===== src/pwp_pkg.sv =====
// Package of constants for the peripheral write-protect controller
package pwp_pkg;
    localparam int DATA_W = 32;
    localparam int ADDR_W = 8;
    localparam int NUM_PERIPH = 6;
    localparam logic [7:0] OFF_CLEAR = 8'h00;
    localparam logic [7:0] OFF_SET = 8'h04;
    localparam logic [31:0] PROTECT_RESET = 32'h00000000;
    // Implemented protect bits: 6 down to 1
    localparam logic [31:0] IMPL_MASK = 32'h0000007E;
    localparam int BIT_POWER_MANAGER = 1;
    localparam int BIT_SYSTEM_CONTROL = 2;
    localparam int BIT_GENERIC_CLOCK = 3;
    localparam int BIT_WATCHDOG_GUARD = 4;
    localparam int BIT_CALENDAR = 5;
    localparam int BIT_EXT_IRQ_CTRL = 6;
    // Bus clock enables out of reset for the three instances
    localparam logic [2:0] BUS_CLOCK_EN_RESET = 3'h3;
    localparam int INSTANCE_INDEX = 0;
endpackage


===== src/pwp_lane_if.sv =====
// Interface carrying byte-lane write data between the lane mask and top
`timescale 1ns/10ps
interface pwp_lane_if;
    logic [31:0] wdata;
    logic [3:0] strobe;
    logic [31:0] mask;
    modport source (output mask, input wdata, input strobe);
    modport sink (input mask, output wdata, output strobe);
endinterface


===== src/pwp_lane_mask.sv =====
// Byte-lane expansion of write strobes into a bit mask
`timescale 1ns/10ps
module pwp_lane_mask (
    // Lane carrier
    pwp_lane_if.source lanes
);
    // Each strobe enables its own byte so 8 and 16 bit pieces can be written alone
    always_comb begin
        for (int i = 0; i < 4; i++) begin
            lanes.mask[i*8 +: 8] = lanes.strobe[i] ? lanes.wdata[i*8 +: 8] : 8'h00;
        end
    end
endmodule


===== src/pwp_access_protector.sv =====
// Top of the peripheral write-protect controller, one instance per bridge
`timescale 1ns/10ps
module pwp_access_protector (
    // Clock and reset
    input wire logic clock,
    input wire logic rst_n,
    // Register port, one-cycle access with byte strobes
    input wire logic regSel,
    input wire logic regWrite,
    input wire logic [7:0] regAddr,
    input wire logic [3:0] regStrobe,
    input wire logic [31:0] regWdata,
    output logic [31:0] regRdata,
    output logic regReady,
    output logic regError,
    // Guarded peripheral write path
    input wire logic perWrite,
    input wire logic [2:0] perIndex,
    input wire logic perDebug,
    output logic perWriteGo,
    output logic perError,
    // Bus clock enables for the three instances
    output logic [2:0] busClockEn,
    // Protect vector to the guarded blocks
    output logic [6:1] protectVec
);
    // Protect state and its next value
    logic [31:0] protect;
    logic [31:0] next_protect;
    // Register decode and checks
    logic [31:0] wmask;
    logic hitClear;
    logic hitSet;
    logic mappedAddr;
    logic readHit;
    logic clearErr;
    logic setErr;
    logic next_regError;
    logic [31:0] next_regRdata;
    // Named view of the guarded blocks
    logic powerManagerBit;
    logic systemControlBit;
    logic genericClockBit;
    logic watchdogGuardBit;
    logic calendarBit;
    logic extIrqCtrlBit;
    // Peripheral gate
    logic perProtected;
    logic next_perWriteGo;
    logic next_perError;
    pwp_lane_if lanes ();

    ////////////////////////////////////////////////////////////////////////
    // Lane masking, unassigned bits dropped so they never flag an error
    // A byte or halfword access leaves the other lanes zero, so they neither set, clear nor flag
    assign lanes.wdata = regWdata;
    assign lanes.strobe = regStrobe;
    pwp_lane_mask laneMask (
        .lanes(lanes)
    );
    assign wmask = lanes.mask & pwp_pkg::IMPL_MASK;

    ////////////////////////////////////////////////////////////////////////
    // Address decode; only the two word offsets are mapped
    // Other offsets still get a ready, so a stray access never stalls the bridge
    assign mappedAddr = (regAddr == pwp_pkg::OFF_CLEAR) || (regAddr == pwp_pkg::OFF_SET);
    assign hitClear = regSel && regWrite && (regAddr == pwp_pkg::OFF_CLEAR);
    assign hitSet = regSel && regWrite && (regAddr == pwp_pkg::OFF_SET);
    assign readHit = regSel && !regWrite && mappedAddr;

    // Double unprotect and double protect checks, against the bits before the write
    // They catch software that lost track of whether a block is guarded
    assign clearErr = hitClear && |(wmask & ~protect);
    assign setErr = hitSet && |(wmask & protect);
    assign next_regError = clearErr || setErr;

    // Next protect vector; the write still lands even when it flags an error
    // Set and clear are idempotent, so landing the write costs nothing
    always_comb begin
        next_protect = protect;
        if (hitClear) begin
            next_protect = protect & ~wmask;
        end else if (hitSet) begin
            next_protect = protect | wmask;
        end
    end

    // Read data; both offsets show one vector, unassigned positions read zero
    always_comb begin
        next_regRdata = 32'h00000000;
        if (readHit) begin
            next_regRdata = protect & pwp_pkg::IMPL_MASK;
        end
    end

    ////////////////////////////////////////////////////////////////////////
    // Named view of the protect vector, one signal per guarded block
    assign powerManagerBit = protect[pwp_pkg::BIT_POWER_MANAGER];
    assign systemControlBit = protect[pwp_pkg::BIT_SYSTEM_CONTROL];
    assign genericClockBit = protect[pwp_pkg::BIT_GENERIC_CLOCK];
    assign watchdogGuardBit = protect[pwp_pkg::BIT_WATCHDOG_GUARD];
    assign calendarBit = protect[pwp_pkg::BIT_CALENDAR];
    assign extIrqCtrlBit = protect[pwp_pkg::BIT_EXT_IRQ_CTRL];

    // Protect bit of the addressed peripheral
    // Codes 0 and 7 name no block on this bridge, so they are never guarded
    always_comb begin
        unique case (perIndex)
            3'(pwp_pkg::BIT_POWER_MANAGER): perProtected = powerManagerBit;
            3'(pwp_pkg::BIT_SYSTEM_CONTROL): perProtected = systemControlBit;
            3'(pwp_pkg::BIT_GENERIC_CLOCK): perProtected = genericClockBit;
            3'(pwp_pkg::BIT_WATCHDOG_GUARD): perProtected = watchdogGuardBit;
            3'(pwp_pkg::BIT_CALENDAR): perProtected = calendarBit;
            3'(pwp_pkg::BIT_EXT_IRQ_CTRL): perProtected = extIrqCtrlBit;
            default: perProtected = 1'b0;
        endcase
    end

    // Gate decision, taken on the bits before any same-cycle register write
    // The debugger path is trusted so it can repair a block that software locked
    assign next_perWriteGo = perWrite && (perDebug || !perProtected);
    assign next_perError = perWrite && !perDebug && perProtected;

    ////////////////////////////////////////////////////////////////////////
    // Protect state, reset to all unprotected
    // Only bits 6 to 1 ever move; the rest stay at their reset zero
    always_ff @(posedge clock) begin
        if (!rst_n) begin
            protect <= pwp_pkg::PROTECT_RESET;
        end else begin
            protect <= next_protect;
        end
    end

    ////////////////////////////////////////////////////////////////////////
    // Ready answers every access, mapped or not, one cycle after it is taken
    // No wait states: the whole decision fits in one cycle
    always_ff @(posedge clock) begin
        if (!rst_n) begin
            regReady <= 1'b0;
        end else begin
            regReady <= regSel;
        end
    end

    // Error rides with ready and lasts one cycle
    // The bridge turns it into the bus error response
    always_ff @(posedge clock) begin
        if (!rst_n) begin
            regError <= 1'b0;
        end else begin
            regError <= next_regError;
        end
    end

    // Read data, held at zero outside reads
    // Keeping it zero means a stale vector never leaks onto a write answer
    always_ff @(posedge clock) begin
        if (!rst_n) begin
            regRdata <= 32'h00000000;
        end else begin
            regRdata <= next_regRdata;
        end
    end

    ////////////////////////////////////////////////////////////////////////
    // Write allowed pulse to the guarded block
    // One cycle of latency, traded for a clean registered strobe
    always_ff @(posedge clock) begin
        if (!rst_n) begin
            perWriteGo <= 1'b0;
        end else begin
            perWriteGo <= next_perWriteGo;
        end
    end

    // Refusal pulse, turned into a bus error by the bridge
    // The refused data is simply never passed on, so the block keeps its registers
    always_ff @(posedge clock) begin
        if (!rst_n) begin
            perError <= 1'b0;
        end else begin
            perError <= next_perError;
        end
    end

    ////////////////////////////////////////////////////////////////////////
    // Exported vector; loaded from next_protect, it matches the bits the gate uses in the same cycle
    always_ff @(posedge clock) begin
        if (!rst_n) begin
            protectVec <= 6'h00;
        end else begin
            protectVec <= next_protect[6:1];
        end
    end

    // Clock enables; only the power manager changes them and that path lies outside
    // The clock keeps running in sleep while its source runs, so nothing here gates it
    always_ff @(posedge clock) begin
        if (!rst_n) begin
            busClockEn <= pwp_pkg::BUS_CLOCK_EN_RESET;
        end else begin
            busClockEn <= busClockEn;
        end
    end
endmodule


===== config.mk =====
export PLATFORM = sky130hd
export DESIGN_NAME = pwp_access_protector
export DESIGN_NICKNAME = d
export VERILOG_FILES = /design/src/pwp_pkg.sv /design/src/pwp_lane_if.sv /design/src/pwp_lane_mask.sv /design/src/pwp_access_protector.sv
export SDC_FILE = /design/constraint.sdc
export NUM_CORES = 1
export LEC_CHECK = 0
export BUFFER_PORTS_ARGS = -buffer_cell sky130_fd_sc_hd__buf_2
export CAP_MARGIN = 0
export CORE_AREA = 8 8 62 64
export DETAILED_ROUTE_END_ITERATION = 6
export DIE_AREA = 0 0 70 72
export GPL_TIMING_DRIVEN = 0
export PLACE_DENSITY = 0.77
export REMOVE_ABC_BUFFERS = 1
export SLEW_MARGIN = 20
export SYNTH_ARGS = -nofsm -noshare
export SYNTH_HDL_FRONTEND = slang
export SYNTH_SLANG_ARGS = --single-unit

===== constraint.sdc =====
create_clock -name clock -period 1.87 [get_ports clock]
set_input_delay 0.187 -clock clock [delete_from_list [all_inputs] [get_ports clock]]
set_output_delay 0.187 -clock clock [all_outputs]
set_load 0.05 [all_outputs]

After elaboration in Yosys (flattened, before gate mapping)
Cells that the tools add are included.

Equal/unequal tests: 7. Mux-type cells: 4. Bitwise operators: 6. Reductions and logical operators: 21.

Operators with widths (count): bitwise AND 7 x 32 -> 32 bit (2); two-way mux 32 bit (2); OR reduction 32 bit (2); bitwise AND 32 bit (1); NOT 32 bit (1); NOT 7 -> 32 bit (1); bitwise OR 32 x 7 -> 32 bit (1); logical AND 1 bit (10); equality test 3 bit (second input constant) (3); equality test 8 x 3 -> 1 bit (second input constant) (1); zero test 8 bit (1); two-way mux 7 bit (1); equality test 3 x 2 -> 1 bit (second input constant) (2); case mux 1 bit (6 select lines) (1); equality test 3 x 1 -> 1 bit (second input constant) (1); zero test 1 bit (3); logical OR 1 bit (3); AND reduction 2 bit (1); nonzero test 2 bit (1).

Bits in registers: 68. Output and inout port bits: 45. Logic and storage cells: 46.

Logic depth before layout (Yosys ltp)
Depth after elaboration: 5. Gate-level depth with buffers: 4.

Hierarchy
From an unflattened synthesis, not the netlist that was laid out.

Cells, all modules: 139. Area, all modules: 1147.4 µm².

Modules (own cells, without submodules): pwp_access_protector (instances 1, cells an instance 107, area each 947.2 µm²); pwp_lane_mask (instances 1, cells an instance 32, area each 200.2 µm²).

Worst setup path after synthesis
Ideal clock, no wire load.

Kind: input-to-reg. From: in regAddr[5]. To: reg (tool-made name). Arrival: 1.299 ns. Slack: 0.500 ns. Stages on the path: 4. Path through: or4_4 > buf_2 > nor3_1 > mux2i_1.

RTL lines: start: declaration (line pwp_access_protector.sv:10) `input wire logic [7:0] regAddr,`.

Worst setup path in the final report
From: in regAddr[5]. To: reg regError.

Word-level cells in the longest chain between the ends: 4. Elaborated cells between the ends (all ways): 7. Those cells by class: 1 x eq/ne; 6 x reduce/logical.

Ends and longest elaborated chain: equality test 8 x 3 -> 1 bit or zero test 8 bit (tied branches) (line pwp_access_protector.sv:68, pwp_access_protector.sv:67); logical AND 1 bit (on tied branches) (line pwp_access_protector.sv:68, pwp_access_protector.sv:67); logical AND 1 bit (on tied branches) (line pwp_access_protector.sv:74, pwp_access_protector.sv:73); logical OR 1 bit (*) (line pwp_access_protector.sv:75) `assign next_regError = clearErr || setErr;`; end signal: assignment (line pwp_access_protector.sv:152) `regError <= next_regError;`; end: declaration (line pwp_access_protector.sv:15) `output logic regError,`.

Every way passes the cells marked *; elsewhere a longest branch is shown, timed or not. A chain may end at the register's enable or synchronous reset.

==> metrics.csv <==
stage,metric,value,unit
layout,syn2layout_area_growth,14.17,%
power,switching_share,37.04,%
floorplanning,die_area,5040,sq um
power,combPwrFrac,26.7,%
synthesis,synthTopCellsByArea,"dfxtp_1, buf_4, mux2i_1, nand2_1, nand4_1",
drt,vias,861,
hold_path,hp-start,perWrite,
drt,final_antenna_net_count,0,
layout,fillers,302,
synthesis,syn_area_per_cell,8.295,sq um
synthesis,yosysTopAreaCell,dfxtp_1,
hold_path,worstHoldPathType,in -> reg,
drt,wl_per_cell,13.42,um
layout,drive_above_1_share,28.95,%
power,power.internal,0.4927,mW
drt,first_pass_iters,4,
worst_setup_path,cpPeakStageDelay,0.62,ns
sta,rsz0062_at_grt,false,
global_route,first_global_vias,900,
synthesis,yosys-top-cells-count,"buf_4, dfxtp_1, nand2_1, inv_1, nor3_1",
clocking,cts_made_buffers,3,
run,max-cap-violations,0,
global_route,grtUsageMet2,16.55,%
synthesis,yosysUniqueCellTypes,28,
global_route,busiest_layer,met2,
clocking,postCtsResizedCells,0,
floorplanning,rows,20,
sta,period_share,67.85,%
hold_path,whs_path_depth,3,
clocking,cts_root_buffer,clkbuf_4,
power,switchingPower,0.2898,mW
synthesis,synth-async-reset-ratio,0,%
sta,setup_tns,0,ns
synthesis,yosysSeqAreaShare,33.29,%
clocking,insertion_delay,0.29,ns
worst_setup_path,path_cells,"buf_2, or4_4, or3_1, a211oi_1",
place,place_hpwl,2035,um
global_route,antenna_found_initial,0,
global_route,grt_start_max_net_pins,14,
clocking,clkTransAtPathRegs,0.10,ns
floorplanning,core_area,2903,sq um
place,gp_congestion,0.8695,
worst_setup_path,ff2ff_path_depth,3,
floorplanning,dieHeight,72,um
worst_setup_path,cp-start-kind,primary input,
worst_setup_path,required,2.08,ns
clocking,ctsLongestPathBuffers,2,
place,place_ws,0.2868,ns
power,peakVddDrop,0.0004631,V
global_route,grt_pass1_wl,3919,um
place,placedCellCount,181,
synthesis,synth.top_cell.area_share,33.29,%
drt,drt-vias-per-instance,4.654,
worst_setup_path,critPathMaxFanout,13,
clocking,htree_levels,1,
sta,timing.hold.ws,0.1356,ns
synthesis,synth_edf_count,0,
clocking,cts_tree,done,
worst_setup_path,path_class,in -> reg,
worst_setup_path,slowest_stage,or4_4,
sta,timing.fmax,788.1,MHz
sta,slew_violations,0,
place,io_buffers,39,
power,seqPwrFrac,43.9,%
clocking,hold_buffers,0,
synthesis,yosysWarnings,0,
sta,hold_viol_final,0,
place,placed_cell_area,1062,sq um
synthesis,yosysMostFrequentCell,buf_4,
global_route,met1_usage,9.400,%
global_route,globalRouteTotalUtil,9.336,%
sta,setup_viol,0,
layout,fin_nets,206,
global_route,use_met3,5.184,%
clocking,cts_sinks,16,
layout,diodes,0,
synthesis,synth-main-ff-cell,dfxtp_1,
power,p_total,0.7825,mW
worst_setup_path,r2r_end,regError,
drt,drt-initial-drc-count,26,
power,p_per_area,712.3,nW/um^2
floorplanning,ios,98,
layout,design_area,1099,sq um
synthesis,ys_seq_elements,16,
layout,layout.cells.non_filler,185,
synthesis,syn_inst,116,
floorplanning,start_util,33.15,%
power,power.share.clock,29.4,%
worst_setup_path,worst-endpoint-arrival,1.48,ns
worst_setup_path,ff2ff_setup_slack,0.67,ns
layout,finish.utilization,37.84,%
sta,finalCriticalPeriod,1.269,ns
synthesis,netlist_area,962.2,sq um
drt,drc_errors,0,
global_route,grt_overflow,0,
worst_setup_path,end_kind,flip-flop,
drt,wirelength,2482,um
clocking,cts_setup_buffers,0,
hold_path,holdPathEnd,perWriteGo,
power,leakagePower,0.4974,nW
sta,clock_skew,0.006500,ns
floorplanning,die_x,70,um
sta,setup_ws,0.6011,ns
outcome,run_status,completed,
## kinds of logic after synthesis
kind of cell	count (synthesis)	synth area share (%)
mux	6	6.242
simple gates	40	23.15
buf+inv	41	27.44
other cells	2	0.7805
flops	16	33.29
compound gates	11	9.103
## how the worst max path moves through the flow
| stage | endpoint | startpoint | cells past startpoint |
|---|---|---|---|
| 3_3_place_gp | regError | regAddr[5] | 4 |
| 5_1_grt | regError | regAddr[5] | 4 |
| 2_1_floorplan | regError | regAddr[5] | 3 |
| 6_report | regError | regAddr[5] | 4 |
| 3_5_place_dp | regError | regAddr[5] | 4 |
| 4_1_cts | regError | regAddr[5] | 4 |
## layout make-up
cell class / count / area, sq um / area share [%]
multi-input combinational: 86 / 479.2 / 43.62
sequential: 16 / 320.3 / 29.16
timing repair buffer: 39 / 195.2 / 17.77
inverter: 7 / 26.28 / 2.392
tap: 33 / 41.29 / 3.759
clock buffer: 4 / 36.28 / 3.303
## critical path, delay by kind of cell
family          cells  cell delay [ns]
buf+inv             1             0.09
compound gates      1             0.19
simple gates        2             1.01
## routing by layer
| metal | wire length (um) | up-vias | part of all wire [%] |
|---|---|---|---|
| met5 | 0 | - | 0 |
| met4 | 15 | 0 | 0.60 |
| met3 | 284 | 2 | 11 |
| met1 | 994 | 381 | 40 |
| li1 | - | 425 | - |
| met2 | 1187 | 53 | 48 |
## placed cells by master, fill, tap and decap left out, types with 3 or more instances in the layout
| cell | n |
|---|---|
| nor2b_1 | 3 |
| nand4_1 | 6 |
| nand2_1 | 10 |
| mux2i_1 | 6 |
| dfxtp_1 | 16 |
| buf_2 | 39 |
| nor3_1 | 7 |
| nor4_1 | 6 |
| conb_1 | 29 |
| inv_1 | 7 |
| clkbuf_4 | 3 |
## power groups by stage
stage                     sequential (mW)  combinational (mW)  clock, mW
final                               0.344               0.209      0.230
after global placement              0.352               0.204          0
after floorplan                     0.362               0.149          0
after global routing                0.344               0.220      0.252
after CTS                           0.344               0.205      0.233
after detailed placement            0.352               0.205          0
Note: power is estimated with default switching activity, not from simulation.
